<file path="src/shared/sbc_pkg.sv">
package sbc_pkg;
   // clocking
   localparam int CLK_HZ = 25_000_000;
   localparam int OSC_HZ = 6_400_000;
   localparam int OSC_DIV = (CLK_HZ + OSC_HZ / 2) / OSC_HZ;
   localparam int DIV_W = 3;
   // dead time in internal oscillator clocks
   localparam int DEAD_TICKS = 3;
   localparam int DEAD_W = 2;
   // off time reset value, programmable through the OFFT register
   localparam int OFF_TIME_US = 10;
   localparam int OFF_W = 16;
   localparam int OFF_CYCLES = (OFF_TIME_US * (CLK_HZ / 1_000_000));
   localparam logic [OFF_W-1:0] OFF_RST = OFF_W'(OFF_CYCLES);
   // current levels
   localparam logic [1:0] LVL_ZERO = 2'h0;
   localparam logic [1:0] LVL_FULL = 2'h3;
   // register offsets
   localparam logic [7:0] OFS_CTRL = 8'h00;
   localparam logic [7:0] OFS_OFFT = 8'h04;
   localparam logic [7:0] OFS_STAT = 8'h08;
   localparam logic [7:0] OFS_MASK = 8'h0C;
   localparam logic [7:0] OFS_LIVE = 8'h10;
   // control fields
   localparam int CTRL_EN = 0;
   localparam logic [31:0] CTRL_RST = 32'h0000_0001;
   // event bits
   localparam int EV_W = 3;
   localparam int EV_OT = 0;
   localparam int EV_OC = 1;
   localparam int EV_WARN = 2;
   localparam logic [EV_W-1:0] MASK_RST = 3'h0;
   // input sync width
   localparam int SYNC_W = 16;
endpackage : sbc_pkg

</file>
<file path="src/shared/sbc_ch_if.sv">
`timescale 1ns/100ps
interface sbc_ch_if;
   import sbc_pkg::*;
   logic tick;
   logic dir;
   logic [1:0] lvl;
   logic brake;
   logic cc_off;
   logic chop_trip;
   logic enable;
   logic [OFF_W-1:0] off_cycles;
   logic pos;
   logic neg;
   logic [1:0] cur;
   modport ctl(output tick, dir, lvl, brake, cc_off, chop_trip, enable, off_cycles,
      input pos, neg, cur);
   modport chan(input tick, dir, lvl, brake, cc_off, chop_trip, enable, off_cycles,
      output pos, neg, cur);
endinterface : sbc_ch_if

</file>
<file path="src/rtl/sbc_sync.sv">
`timescale 1ns/100ps
module sbc_sync #(
   parameter int W = 1
) (
   input wire logic mclk,
   input wire logic rst_n,
   input wire logic [W-1:0] d,
   output logic [W-1:0] q
);
   logic [W-1:0] meta_r;
   always_ff @(posedge mclk or negedge rst_n) begin
      if (!rst_n) begin
         meta_r <= '0;
         q <= '0;
      end else begin
         meta_r <= d;
         q <= meta_r;
      end
   end
endmodule : sbc_sync

</file>
<file path="src/rtl/sbc_chan.sv">
`timescale 1ns/100ps
module sbc_chan import sbc_pkg::*; (
   input wire logic mclk,
   input wire logic rst_n,
   sbc_ch_if.chan ch
);
   logic dir_used_r;
   logic dead_act_r;
   logic [DEAD_W-1:0] dead_r;
   logic [OFF_W-1:0] off_r;
   logic pos_r;
   logic neg_r;
   logic [1:0] cur_r;
   wire [1:0] lvl_eff;
   wire all_on;
   wire drive;
   wire pos_nxt;
   wire neg_nxt;
   wire dead_end;
   assign lvl_eff = ch.brake ? LVL_FULL : ch.lvl;
   assign all_on = ch.brake & ch.cc_off;
   assign drive = !dead_act_r && off_r == '0 && lvl_eff != LVL_ZERO;
   assign pos_nxt = ch.enable & (all_on | (drive & dir_used_r));
   assign neg_nxt = ch.enable & (all_on | (drive & !dir_used_r));
   assign dead_end = ch.tick && dead_r == DEAD_W'(DEAD_TICKS - 1);
   always_ff @(posedge mclk or negedge rst_n) begin
      if (!rst_n) begin
         dir_used_r <= 1'b0;
         dead_act_r <= 1'b0;
         dead_r <= '0;
      end else if (!dead_act_r) begin
         dead_act_r <= ch.dir != dir_used_r;
         dead_r <= '0;
      end else if (dead_end) begin
         dead_act_r <= 1'b0;
         dir_used_r <= ch.dir;
      end else if (ch.tick) begin
         dead_r <= dead_r + 1'b1;
      end
   end
   always_ff @(posedge mclk or negedge rst_n) begin
      if (!rst_n) begin
         off_r <= '0;
      end else if (ch.cc_off || !ch.enable) begin
         off_r <= '0;
      end else if (off_r != '0) begin
         off_r <= off_r - 1'b1;
      end else if (ch.chop_trip) begin
         off_r <= ch.off_cycles;
      end
   end
   always_ff @(posedge mclk or negedge rst_n) begin
      if (!rst_n) begin
         pos_r <= 1'b0;
         neg_r <= 1'b0;
         cur_r <= LVL_ZERO;
      end else begin
         pos_r <= pos_nxt;
         neg_r <= neg_nxt;
         cur_r <= lvl_eff;
      end
   end
   assign ch.pos = pos_r;
   assign ch.neg = neg_r;
   assign ch.cur = cur_r;
endmodule : sbc_chan

</file>
<file path="src/rtl/sbc_top.sv">
`timescale 1ns/100ps
// Behaviour
// - brake input high brakes, low runs normally
// - constant current brake: full scale, sign from direction input
// - direction change during brake moves current to other side
// - during brake level-select inputs ignored, full current used
// - brake with chopping disabled turns all four switches on
// - standby input low enters low power, high runs
// - standby low or supply reapplied clears latched faults
// - fault flag open drain, pulled low once fault detected
// - fault flag releases only by standby or supply reapply
// - thermal warning pulls low when hot, releases by itself
// - direction toggle: both switches off about three oscillator clocks
// - off time from the OFFT register after each chopping event
// - reference tied to regulator disables chopping
// - trips turn all switches off and stay latched
// - high direction selects positive side, low negative
module sbc_top import sbc_pkg::*; (
   input wire logic mclk,
   input wire logic rstn,
   input wire logic hsel,
   input wire logic [31:0] haddr,
   input wire logic [1:0] htrans,
   input wire logic hwrite,
   input wire logic [2:0] hsize,
   input wire logic [31:0] hwdata,
   input wire logic hready,
   output logic hreadyout,
   output logic [31:0] hrdata,
   output logic hresp,
   output logic irq,
   input wire logic direction_select_a,
   input wire logic direction_select_b,
   input wire logic level_select_hi_a,
   input wire logic level_select_lo_a,
   input wire logic level_select_hi_b,
   input wire logic level_select_lo_b,
   input wire logic low_power_select_n,
   input wire logic brake_select,
   input wire logic vref_at_vcc,
   input wire logic chop_trip_a,
   input wire logic chop_trip_b,
   input wire logic over_temperature_trip,
   input wire logic overcurrent_trip,
   input wire logic thermal_alarm_hot,
   input wire logic motor_supply_ok,
   input wire logic fault_flag_in,
   output logic fault_flag_out,
   output logic fault_flag_oe,
   input wire logic thermal_warning_in,
   output logic thermal_warning_out,
   output logic thermal_warning_oe,
   output logic drive_a_pos,
   output logic drive_a_neg,
   output logic drive_b_pos,
   output logic drive_b_neg,
   output logic [1:0] cur_level_a,
   output logic [1:0] cur_level_b
);
   logic rst_meta_r;
   logic rst_n;
   logic [SYNC_W-1:0] pins_s;
   logic [DIV_W-1:0] div_r;
   logic tick_r;
   logic fault_ot_r;
   logic fault_oc_r;
   logic warn_r;
   logic [31:0] ctrl_r;
   logic [OFF_W-1:0] offt_r;
   logic [EV_W-1:0] stat_r;
   logic [EV_W-1:0] stat_nxt;
   logic [EV_W-1:0] mask_r;
   logic wr_pend_r;
   logic [7:0] wr_addr_r;
   logic [31:0] hrdata_r;
   wire dir_a_s, dir_b_s, hi_a_s, lo_a_s, hi_b_s, lo_b_s;
   wire low_power_select_n_s, brake_s, cc_off_s, trip_a_s, trip_b_s;
   wire ot_s, oc_s, hot_s, sup_s, ffl_s, twl_s;
   wire standby;
   wire fault_clr;
   wire fault_any;
   wire run_en;
   wire addr_ok;
   wire rd_stat;
   wire [EV_W-1:0] ev;
   wire [31:0] rd_mux;
   wire [31:0] live_w;
   sbc_ch_if ch_a ();
   sbc_ch_if ch_b ();

   function automatic logic is_reg(input logic [7:0] a, input logic [7:0] ofs);
      is_reg = a == ofs;
   endfunction : is_reg

   // reset release through two flops
   always_ff @(posedge mclk or negedge rstn) begin
      if (!rstn) begin
         rst_meta_r <= 1'b0;
         rst_n <= 1'b0;
      end else begin
         rst_meta_r <= 1'b1;
         rst_n <= rst_meta_r;
      end
   end

   sbc_sync #(.W(SYNC_W)) u_sync (
      .mclk(mclk),
      .rst_n(rst_n),
      .d({direction_select_a, direction_select_b, level_select_hi_a, level_select_lo_a,
         level_select_hi_b, level_select_lo_b, low_power_select_n, brake_select,
         vref_at_vcc, chop_trip_a, chop_trip_b, over_temperature_trip,
         overcurrent_trip, thermal_alarm_hot, motor_supply_ok,
         fault_flag_in ^ thermal_warning_in}),
      .q(pins_s)
   );
   assign {dir_a_s, dir_b_s, hi_a_s, lo_a_s, hi_b_s, lo_b_s, low_power_select_n_s, brake_s,
      cc_off_s, trip_a_s, trip_b_s, ot_s, oc_s, hot_s, sup_s, ffl_s} = pins_s;
   assign twl_s = 1'b0;

   // internal oscillator enable
   always_ff @(posedge mclk or negedge rst_n) begin
      if (!rst_n) begin
         div_r <= '0;
         tick_r <= 1'b0;
      end else begin
         tick_r <= div_r == DIV_W'(OSC_DIV - 1);
         div_r <= (div_r == DIV_W'(OSC_DIV - 1)) ? '0 : div_r + 1'b1;
      end
   end

   assign standby = !low_power_select_n_s;
   assign fault_clr = standby | !sup_s;
   assign fault_any = fault_ot_r | fault_oc_r;
   assign run_en = !standby && !fault_any && ctrl_r[CTRL_EN];

   always_ff @(posedge mclk or negedge rst_n) begin
      if (!rst_n) begin
         fault_ot_r <= 1'b0;
         fault_oc_r <= 1'b0;
      end else if (fault_clr) begin
         fault_ot_r <= 1'b0;
         fault_oc_r <= 1'b0;
      end else begin
         fault_ot_r <= fault_ot_r | ot_s;
         fault_oc_r <= fault_oc_r | oc_s;
      end
   end

   always_ff @(posedge mclk or negedge rst_n) begin
      if (!rst_n) begin
         warn_r <= 1'b0;
      end else begin
         warn_r <= hot_s;
      end
   end

   assign fault_flag_out = 1'b0;
   assign fault_flag_oe = fault_any;
   assign thermal_warning_out = 1'b0;
   assign thermal_warning_oe = warn_r;

   // channel hookup
   // brake from pin
   assign ch_a.tick = tick_r;
   assign ch_a.dir = dir_a_s;
   assign ch_a.lvl = {hi_a_s, lo_a_s};
   assign ch_a.brake = brake_s;
   assign ch_a.cc_off = cc_off_s;
   assign ch_a.chop_trip = trip_a_s;
   assign ch_a.enable = run_en;
   assign ch_a.off_cycles = offt_r;
   assign ch_b.tick = tick_r;
   assign ch_b.dir = dir_b_s;
   assign ch_b.lvl = {hi_b_s, lo_b_s};
   assign ch_b.brake = brake_s;
   assign ch_b.cc_off = cc_off_s;
   assign ch_b.chop_trip = trip_b_s;
   assign ch_b.enable = run_en;
   assign ch_b.off_cycles = offt_r;

   sbc_chan u_chan_a (
      .mclk(mclk),
      .rst_n(rst_n),
      .ch(ch_a.chan)
   );
   sbc_chan u_chan_b (
      .mclk(mclk),
      .rst_n(rst_n),
      .ch(ch_b.chan)
   );

   assign drive_a_pos = ch_a.pos;
   assign drive_a_neg = ch_a.neg;
   assign drive_b_pos = ch_b.pos;
   assign drive_b_neg = ch_b.neg;
   assign cur_level_a = ch_a.cur;
   assign cur_level_b = ch_b.cur;

   // events and interrupt
   assign ev[EV_OT] = ot_s & !fault_ot_r & !fault_clr;
   assign ev[EV_OC] = oc_s & !fault_oc_r & !fault_clr;
   assign ev[EV_WARN] = hot_s & !warn_r;
   assign addr_ok = hsel & htrans[1] & hready;
   assign rd_stat = addr_ok & !hwrite & is_reg(haddr[7:0], OFS_STAT);
   assign stat_nxt = (stat_r & ~(rd_stat ? {EV_W{1'b1}} : {EV_W{1'b0}})) | ev;
   assign irq = |(stat_r & mask_r);

   // live state view
   assign live_w = {19'h0, ffl_s, twl_s, ch_b.neg, ch_b.pos, ch_a.neg, ch_a.pos,
      cc_off_s, brake_s, standby, warn_r, fault_oc_r, fault_ot_r, run_en};

   assign rd_mux = is_reg(haddr[7:0], OFS_CTRL) ? ctrl_r :
      is_reg(haddr[7:0], OFS_OFFT) ? {{(32 - OFF_W){1'b0}}, offt_r} :
      is_reg(haddr[7:0], OFS_STAT) ? {{(32 - EV_W){1'b0}}, stat_r} :
      is_reg(haddr[7:0], OFS_MASK) ? {{(32 - EV_W){1'b0}}, mask_r} :
      is_reg(haddr[7:0], OFS_LIVE) ? live_w : 32'h0000_0000;

   // bus address phase
   always_ff @(posedge mclk or negedge rst_n) begin
      if (!rst_n) begin
         wr_pend_r <= 1'b0;
         wr_addr_r <= 8'h00;
         hrdata_r <= 32'h0000_0000;
      end else begin
         wr_pend_r <= addr_ok & hwrite;
         if (addr_ok) begin
            wr_addr_r <= haddr[7:0];
         end
         if (addr_ok && !hwrite) begin
            hrdata_r <= rd_mux;
         end
      end
   end

   // register writes in data phase
   always_ff @(posedge mclk or negedge rst_n) begin
      if (!rst_n) begin
         ctrl_r <= CTRL_RST;
         offt_r <= OFF_RST;
         mask_r <= MASK_RST;
      end else if (wr_pend_r) begin
         if (is_reg(wr_addr_r, OFS_CTRL)) begin
            ctrl_r <= {31'h0, hwdata[CTRL_EN]};
         end
         if (is_reg(wr_addr_r, OFS_OFFT)) begin
            offt_r <= hwdata[OFF_W-1:0];
         end
         if (is_reg(wr_addr_r, OFS_MASK)) begin
            mask_r <= hwdata[EV_W-1:0];
         end
      end
   end

   // sticky status, set wins over read clear
   always_ff @(posedge mclk or negedge rst_n) begin
      if (!rst_n) begin
         stat_r <= '0;
      end else begin
         stat_r <= stat_nxt;
      end
   end

   assign hreadyout = 1'b1;
   assign hresp = 1'b0;
   assign hrdata = hrdata_r;
endmodule : sbc_top

</file>
<file path="config.mk">
export PLATFORM = sky130hd
export DESIGN_NAME = sbc_top
export DESIGN_NICKNAME = d
export VERILOG_FILES = /design/src/shared/sbc_pkg.sv /design/src/shared/sbc_ch_if.sv /design/src/rtl/sbc_sync.sv /design/src/rtl/sbc_chan.sv /design/src/rtl/sbc_top.sv
export SDC_FILE = /design/constraint.sdc
export NUM_CORES = 1
export LEC_CHECK = 0
export BUFFER_PORTS_ARGS = -buffer_cell sky130_fd_sc_hd__buf_2
export CAP_MARGIN = 20
export CORE_MARGIN = 2
export CORE_UTILIZATION = 39
export CTS_CLUSTER_DIAMETER = 30
export DETAILED_ROUTE_END_ITERATION = 8
export PLACE_DENSITY = 0.58
export SLEW_MARGIN = 15
export SYNTH_ARGS = -nofsm -noshare
export SYNTH_HDL_FRONTEND = slang
export SYNTH_HIERARCHICAL = 1
export SYNTH_SLANG_ARGS = --single-unit
</file>
<file path="constraint.sdc">
create_clock -name mclk -period 6.7 [get_ports mclk]
set_input_delay 1.34 -clock mclk [delete_from_list [all_inputs] [get_ports mclk]]
set_output_delay 1.34 -clock mclk [all_outputs]
set_load 0.02 [all_outputs]
</file>
## Word level (Yosys, flattened, before mapping)

Index checks and enable logic that the tools add are counted.

| storage, ports and cells | value |
|---|---|
| output and inout bits | 47 |
| logic and storage cells | 150 |
| bits in registers | 153 |

| cells by class | value |
|---|---|
| muxes and demuxes | 27 |
| add/sub/neg operators | 5 |
| reduce and logical (&&, ||, !) cells | 41 |
| bitwise logic cells | 32 |
| equal/unequal tests | 15 |

Operators with widths:

| kind | number |
|---|---|
| $mux 16 | 8 |
| $mux 13 | 3 |
| $logic_not 16->1 | 2 |
| $reduce_bool 16->1 | 2 |
| $sub 16x1->16 const B | 2 |
| $eq 8x4->1 const B | 3 |
| $and 1x1->1 | 19 |
| $eq 8x3->1 const B | 2 |
| $logic_not 8->1 | 2 |
| $mux 2 | 8 |
| $reduce_and 2->1 | 7 |
| $logic_not 1->1 | 13 |
| $logic_and 1x1->1 | 9 |
| $eq 8x5->1 const B | 1 |
| $ne 2x2->1 const B | 4 |
| $or 1x1->1 | 8 |
| $and 3x3->3 | 2 |
| $mux 1 | 6 |
| $mux 3 | 2 |
| $reduce_bool 3->1 | 2 |
| $add 2x1->2 const B | 2 |
| $eq 2x2->1 const B | 2 |
| $reduce_bool 2->1 | 2 |
| $add 3x1->3 const B | 1 |
| other kinds (7) | 8 |

## Logic depth before layout (Yosys ltp)

| depth | value |
|---|---|
| depth after elaboration | 9 |
| mapped depth | 8 |
| mapped depth without buffers | 7 |

## By module

The synthesis kept the hierarchy.

Modules (own cells, without submodules):

| module | area each (um^2) | cells each | times used |
|---|---|---|---|
| sbc_chan | 1,346.3 | 138 | 2 |
| sbc_top | 2,608.8 | 207 | 1 |
| sbc_sync | 800.8 | 32 | 1 |

## Worst setup path after synthesis

Ideal clock, no wire load.

| timing | value |
|---|---|
| path type | in2reg |
| start point | input port haddr[2] |
| end point | register hrdata_r[1], in the netlist hrdata[1] |
| cell stages on the path | 6 |
| library setup time | 0.126 ns |
| data arrival time | 2.334 ns |
| setup slack | 4.240 ns |
| cells stage by stage | buf_6 > and4b_1 > buf_6 > and2_4 > buf_6 > a221o_1 |

| on the way | value |
|---|---|
| cells in the longest elaborated chain, start to end | 6 |
| elaborated cells between the ends (all ways) | 10 |
| those cells by class | eq/ne: 4; mux: 5; reduce/logical: 1 |

RTL lines:

| item | RTL line | RTL |
|---|---|---|
| start, declared | sbc_top.sv:22 | `input wire logic [31:0] haddr,` |
| $eq 8x5->1 | sbc_top.sv:92 | `is_reg = a == ofs;` |
| $mux 13 | sbc_top.sv:216 | `is_reg(haddr[7:0], OFS_LIVE) ? live_w : 32'h0000_0000;` |
| $mux 13 | sbc_top.sv:215 | `is_reg(haddr[7:0], OFS_MASK) ? {{(32 - EV_W){1'b0}}, mask_r} :` |
| $mux 13 | sbc_top.sv:214 | `is_reg(haddr[7:0], OFS_STAT) ? {{(32 - EV_W){1'b0}}, stat_r} :` |
| $mux 16 | sbc_top.sv:213 | `is_reg(haddr[7:0], OFS_OFFT) ? {{(32 - OFF_W){1'b0}}, offt_r} :` |
| $mux 16 * | sbc_top.sv:212 | `assign rd_mux = is_reg(haddr[7:0], OFS_CTRL) ? ctrl_r :` |
| end signal, assigned | sbc_top.sv:230 | `hrdata_r <= rd_mux;` |
| end, declared | sbc_top.sv:75 | `logic [31:0] hrdata_r;` |

Every way passes the cells marked *; elsewhere a longest branch is shown, timed or not.
A chain may end at the register's enable or synchronous reset.

## Worst setup path in the final report

| timing | value |
|---|---|
| start point | register mask_r[2] |
| end point | output port irq |

| on the way | value |
|---|---|
| cells in the longest elaborated chain, start to end | 2 |

RTL lines:

| item | RTL line | RTL |
|---|---|---|
| start, declared | sbc_top.sv:72 | `logic [EV_W-1:0] mask_r;` |
| start signal, assigned | sbc_top.sv:249 | `mask_r <= hwdata[EV_W-1:0];` |
| $and 3x3->3 | sbc_top.sv:206 | `assign irq = \|(stat_r & mask_r);` |
| $reduce_or 3->1 | sbc_top.sv:206 |  |
| end, declared | sbc_top.sv:31 | `output logic irq,` |

Every way passes these cells.

==> summary.md <==
| Metric | Value |
|---|---|
| Post-Synth Simple-Gate Area | `0.1624` |
| Yosys cell types | `56` |
| HPWL after detailed placement | `9.303 mm` |
| DR vias/cell | `5.023` |
| Storage cell area | `3441 µm²` |
| Slew headroom | `0.4373` |
| CTS Hold Bufs | `0` |
| Area growth syn-to-layout | `16.36%` |
| Top sig layer | `met4` |
| Clock transition at path regs | `0.06 ns` |
| Post-synthesis async set-or-reset flop share | `1.000` |
| Area of the core | `15260 µm²` |
| Overall power | `2.454 mW` |
| Starting DRC count in detailed routing | `309` |
| Max Freq | `358.0 MHz` |
| Final setup TNS | `0 ns` |
| Worst setup path category | `flip-flop to output pin` |
| Final setup fails | `0` |
| Post-synthesis sequential area ratio | `0.5633` |
| Post-CTS resize count | `0` |
| Final GP Congestion | `0.7997` |
| Met1 Routed Length | `6.310 mm` |
| Metal3 WL | `658 µm` |
| Post-Syn Area | `6102 µm²` |
| Synth Instances | `515` |
| Largest family of logic cells by synthesized area | `simple AND/OR/NAND/NOR gates` |
| Clock Path Buffers | `2` |
| Die Y | `129.1 µm` |
| TritonCTS buffer count | `17` |
| HP Class | `flip-flop to asynchronous set/reset pin` |
| #FFs+latches synth | `137` |
| Synth Area in Compound Gates | `0.1089` |
| XOR/XNOR share of the synthesized area | `0.03875` |
| DR WL/cell | `16.48 µm` |
| Post-Route WL | `13.52 mm` |
| Initial antenna violation count | `0` |
| Synth Flop Type | `dfrtp_1` |
| Grt total ovfl | `0` |
| Final instance area | `7101 µm²` |
| Final Util | `0.4654` |
| PortBufs | `73` |
| Power Density | `345.5 nW/µm²` |
| Number of max-cap violations | `0` |
| H-tree levels | `4` |
| Tcrit/Tclk final | `0.4169` |
| Placement Rows | `45` |
| Multi-input logic area | `2416 µm²` |
| Adder-cell share of the synthesized area | `0.01435` |
| Clock latency on the worst-skew pair | `0.42 ns` |
| Setup Fix Bufs, Post-CTS | `0` |
| Gr usage total | `0.1744` |
| Clk sinks | `137` |
| Global-route wire length before repair | `21.78 mm` |
| Post-synth EDFFs | `0` |
| RSZ-0062 raised after global routing | `no` |
| Die Width | `129.1 µm` |
| Pre-antenna DRT Iters | `5` |
| Element type at the critical path start | `flip-flop` |
| Residual DRC | `0` |
| Worst EP arrival | `1.45 ns` |
| Root Buffer | `clkbuf_16` |
| Vias in the first global route | `4058` |
| Worst EP required | `5.36 ns` |
| Worst Path Max Fanout | `3` |
| Mux contribution to synthesized area | `0.05864` |
| Die area | `16660 µm²` |
| Fin. max-slew vios | `0` |
| Maximum vdd ir drop | `0.2024 mV` |
| Minimum clock period | `2.793 ns` |
| I/O pin count | `138` |
| Placed Area | `6561 µm²` |
| Synth Warn # | `6` |
| Syn_area_per_cell | `11.85 µm²` |
| Post-DRT Antenna Nets | `0` |
| Share of layout cells above drive strength 1 | `0.2693` |
| CTS tree | `built` |
| Fill count | `1408` |
| Via count | `4119` |
| Diode count | `0` |
| Clock Skews | `0.01118 ns` |
| Worst-Margin Slew | `0.8415 ns` |
| Leakage | `3.293 nW` |
| Nets | `694` |
| Outcome | `completed` |
| CP Capture Type | `output pin` |
| Initial Utilization | `0.3999` |
| WL met2 | `6.310 mm` |
| Largest net degree at the start of global routing | `49` |
| Hold Fails Final Rpt | `0` |
worst paths after layout:
check | start | cells after the start | slack, ns | end
min in group mclk | u_sync/meta_r[14] | 0 | 0.35 | u_sync/q[14]
hold reg to reg | rst_n | 0 | 0.32 | u_sync/meta_r[0]
max in group asynchronous | rst_n | 2 | 4.76 | ch_a.off_cycles[11]
hold / removal | rst_n | 0 | 0.32 | u_sync/meta_r[0]
setup reg to reg | u_chan_b/off_r[0] | 6 | 3.93 | u_chan_b/ch.neg
setup / recovery | mask_r[2] | 3 | 3.91 | irq
critical path, cell delays in order (launching register included):
cell and delay, ns:
dfrtp_1 0.40, a222oi_1 0.37, inv_1 0.09, buf_2 0.17
through the flow:
stage	hold slack [ns]	setup slack [ns]	cells
2_1_floorplan	0.3312	2.613	534
3_3_place_gp	0.3310	3.694	788
3_5_place_dp	0.3347	3.651	788
4_1_cts	0.3486	3.884	820
5_1_grt	0.3558	3.799	820
6_report	0.3213	3.907	820
layout make-up:
| type | instances | share of cell area |
|---|---|---|
| Sequential cell | 137 | 0.4846 |
| Clock inverter | 11 | 0.01251 |
| Tap cell | 211 | 0.03718 |
| Multi-Input combinational cell | 350 | 0.3403 |
| Inverter | 14 | 0.007401 |
| Timing Repair Buffer | 76 | 0.05463 |
| Clock buffer | 21 | 0.06344 |
logic make-up after synthesis:
group | count (synthesis)
adder cells (fa/ha/maj) | 7
AO/OA/AOI/OAI | 87
flip-flops | 137
buffers and inverters | 47
AND/OR/NAND/NOR | 176
XOR/XNOR | 27
multiplexers | 32
other | 2
Yosys cell counts, drive strengths merged, types with 4 or more instances:
library cell  count  area share
a211oi           29       0.036
nand4             5      0.0051
dfstp             7       0.030
a22o              5      0.0072
mux2             30       0.055
nand2            29       0.018
a22oi             9       0.011
or2               5      0.0051
buf              30       0.042
nor2b             7      0.0072
nand3             9      0.0094
nand2b            5      0.0051
nor2             52       0.034
inv              14      0.0086
ha                7       0.014
or3               9      0.0092
nor3b             4      0.0049
xor2             17       0.024
dfrtp           130        0.53
xnor2            10       0.014
or4               6      0.0098
nor3             21       0.019
a21oi             4      0.0033
nor4b             5      0.0096
a21boi            4      0.0049
and2              5      0.0055
o21ai            16       0.013
nor4              5      0.0051
metal layers:
layer,vias up,global-route usage
met5,-,0
met4,0,0.07481
li1,1968,-
met1,2027,0.2327
met2,109,0.2695
met3,15,0.04748
cell usage in the layout (no fill, tap or decap), types with 5 or more instances in the layout:
| master | Yosys | layout |
|---|---|---|
| a211oi_1 | 29 | 29 |
| a22o_1 | 5 | 5 |
| a22oi_1 | 9 | 9 |
| buf_2 | 1 | 73 |
| clkbuf_16 | 0 | 17 |
| conb_1 | 2 | 21 |
| dfrtp_1 | 130 | 129 |
| dfstp_2 | 7 | 7 |
| ha_1 | 7 | 7 |
| inv_1 | 12 | 12 |
| inv_6 | 0 | 5 |
| mux2_2 | 29 | 29 |
| nand2_1 | 29 | 29 |
| nand2b_1 | 5 | 5 |
| nand3_1 | 8 | 8 |
| nand4_1 | 5 | 5 |
| nor2_1 | 50 | 50 |
| nor2b_1 | 7 | 7 |
| nor3_1 | 19 | 19 |
| nor4_1 | 5 | 5 |
| o21ai_0 | 16 | 16 |
| or2_2 | 5 | 5 |
| or3_1 | 9 | 9 |
| xnor2_1 | 10 | 10 |
| xor2_1 | 17 | 17 |
state kept, by name, summed over array words and instances (netlist names), 2 cells and up:
signal           count
u_chan_b/dead_r      2
u_sync/q            16
u_chan_b/off_r      16
u_chan_a/off_r      16
mask_r               3
u_chan_a/ch.cur      2
u_chan_b/ch.cur      2
u_sync/meta_r       16
stat_r               3
div_r                3
hrdata              16
ch_a.off_cycles     16
u_chan_a/dead_r      2
wr_addr_r            8
where the power goes:
part / switching (mW) / leakage, nW / total [mW] / internal (mW)
Sequential: 0.0761 / 1.70 / 0.980 / 0.904
Combinational: 0.375 / 1.34 / 0.617 / 0.242
Clock: 0.368 / 0.255 / 0.856 / 0.489
(Power assumes the default switching activity.)
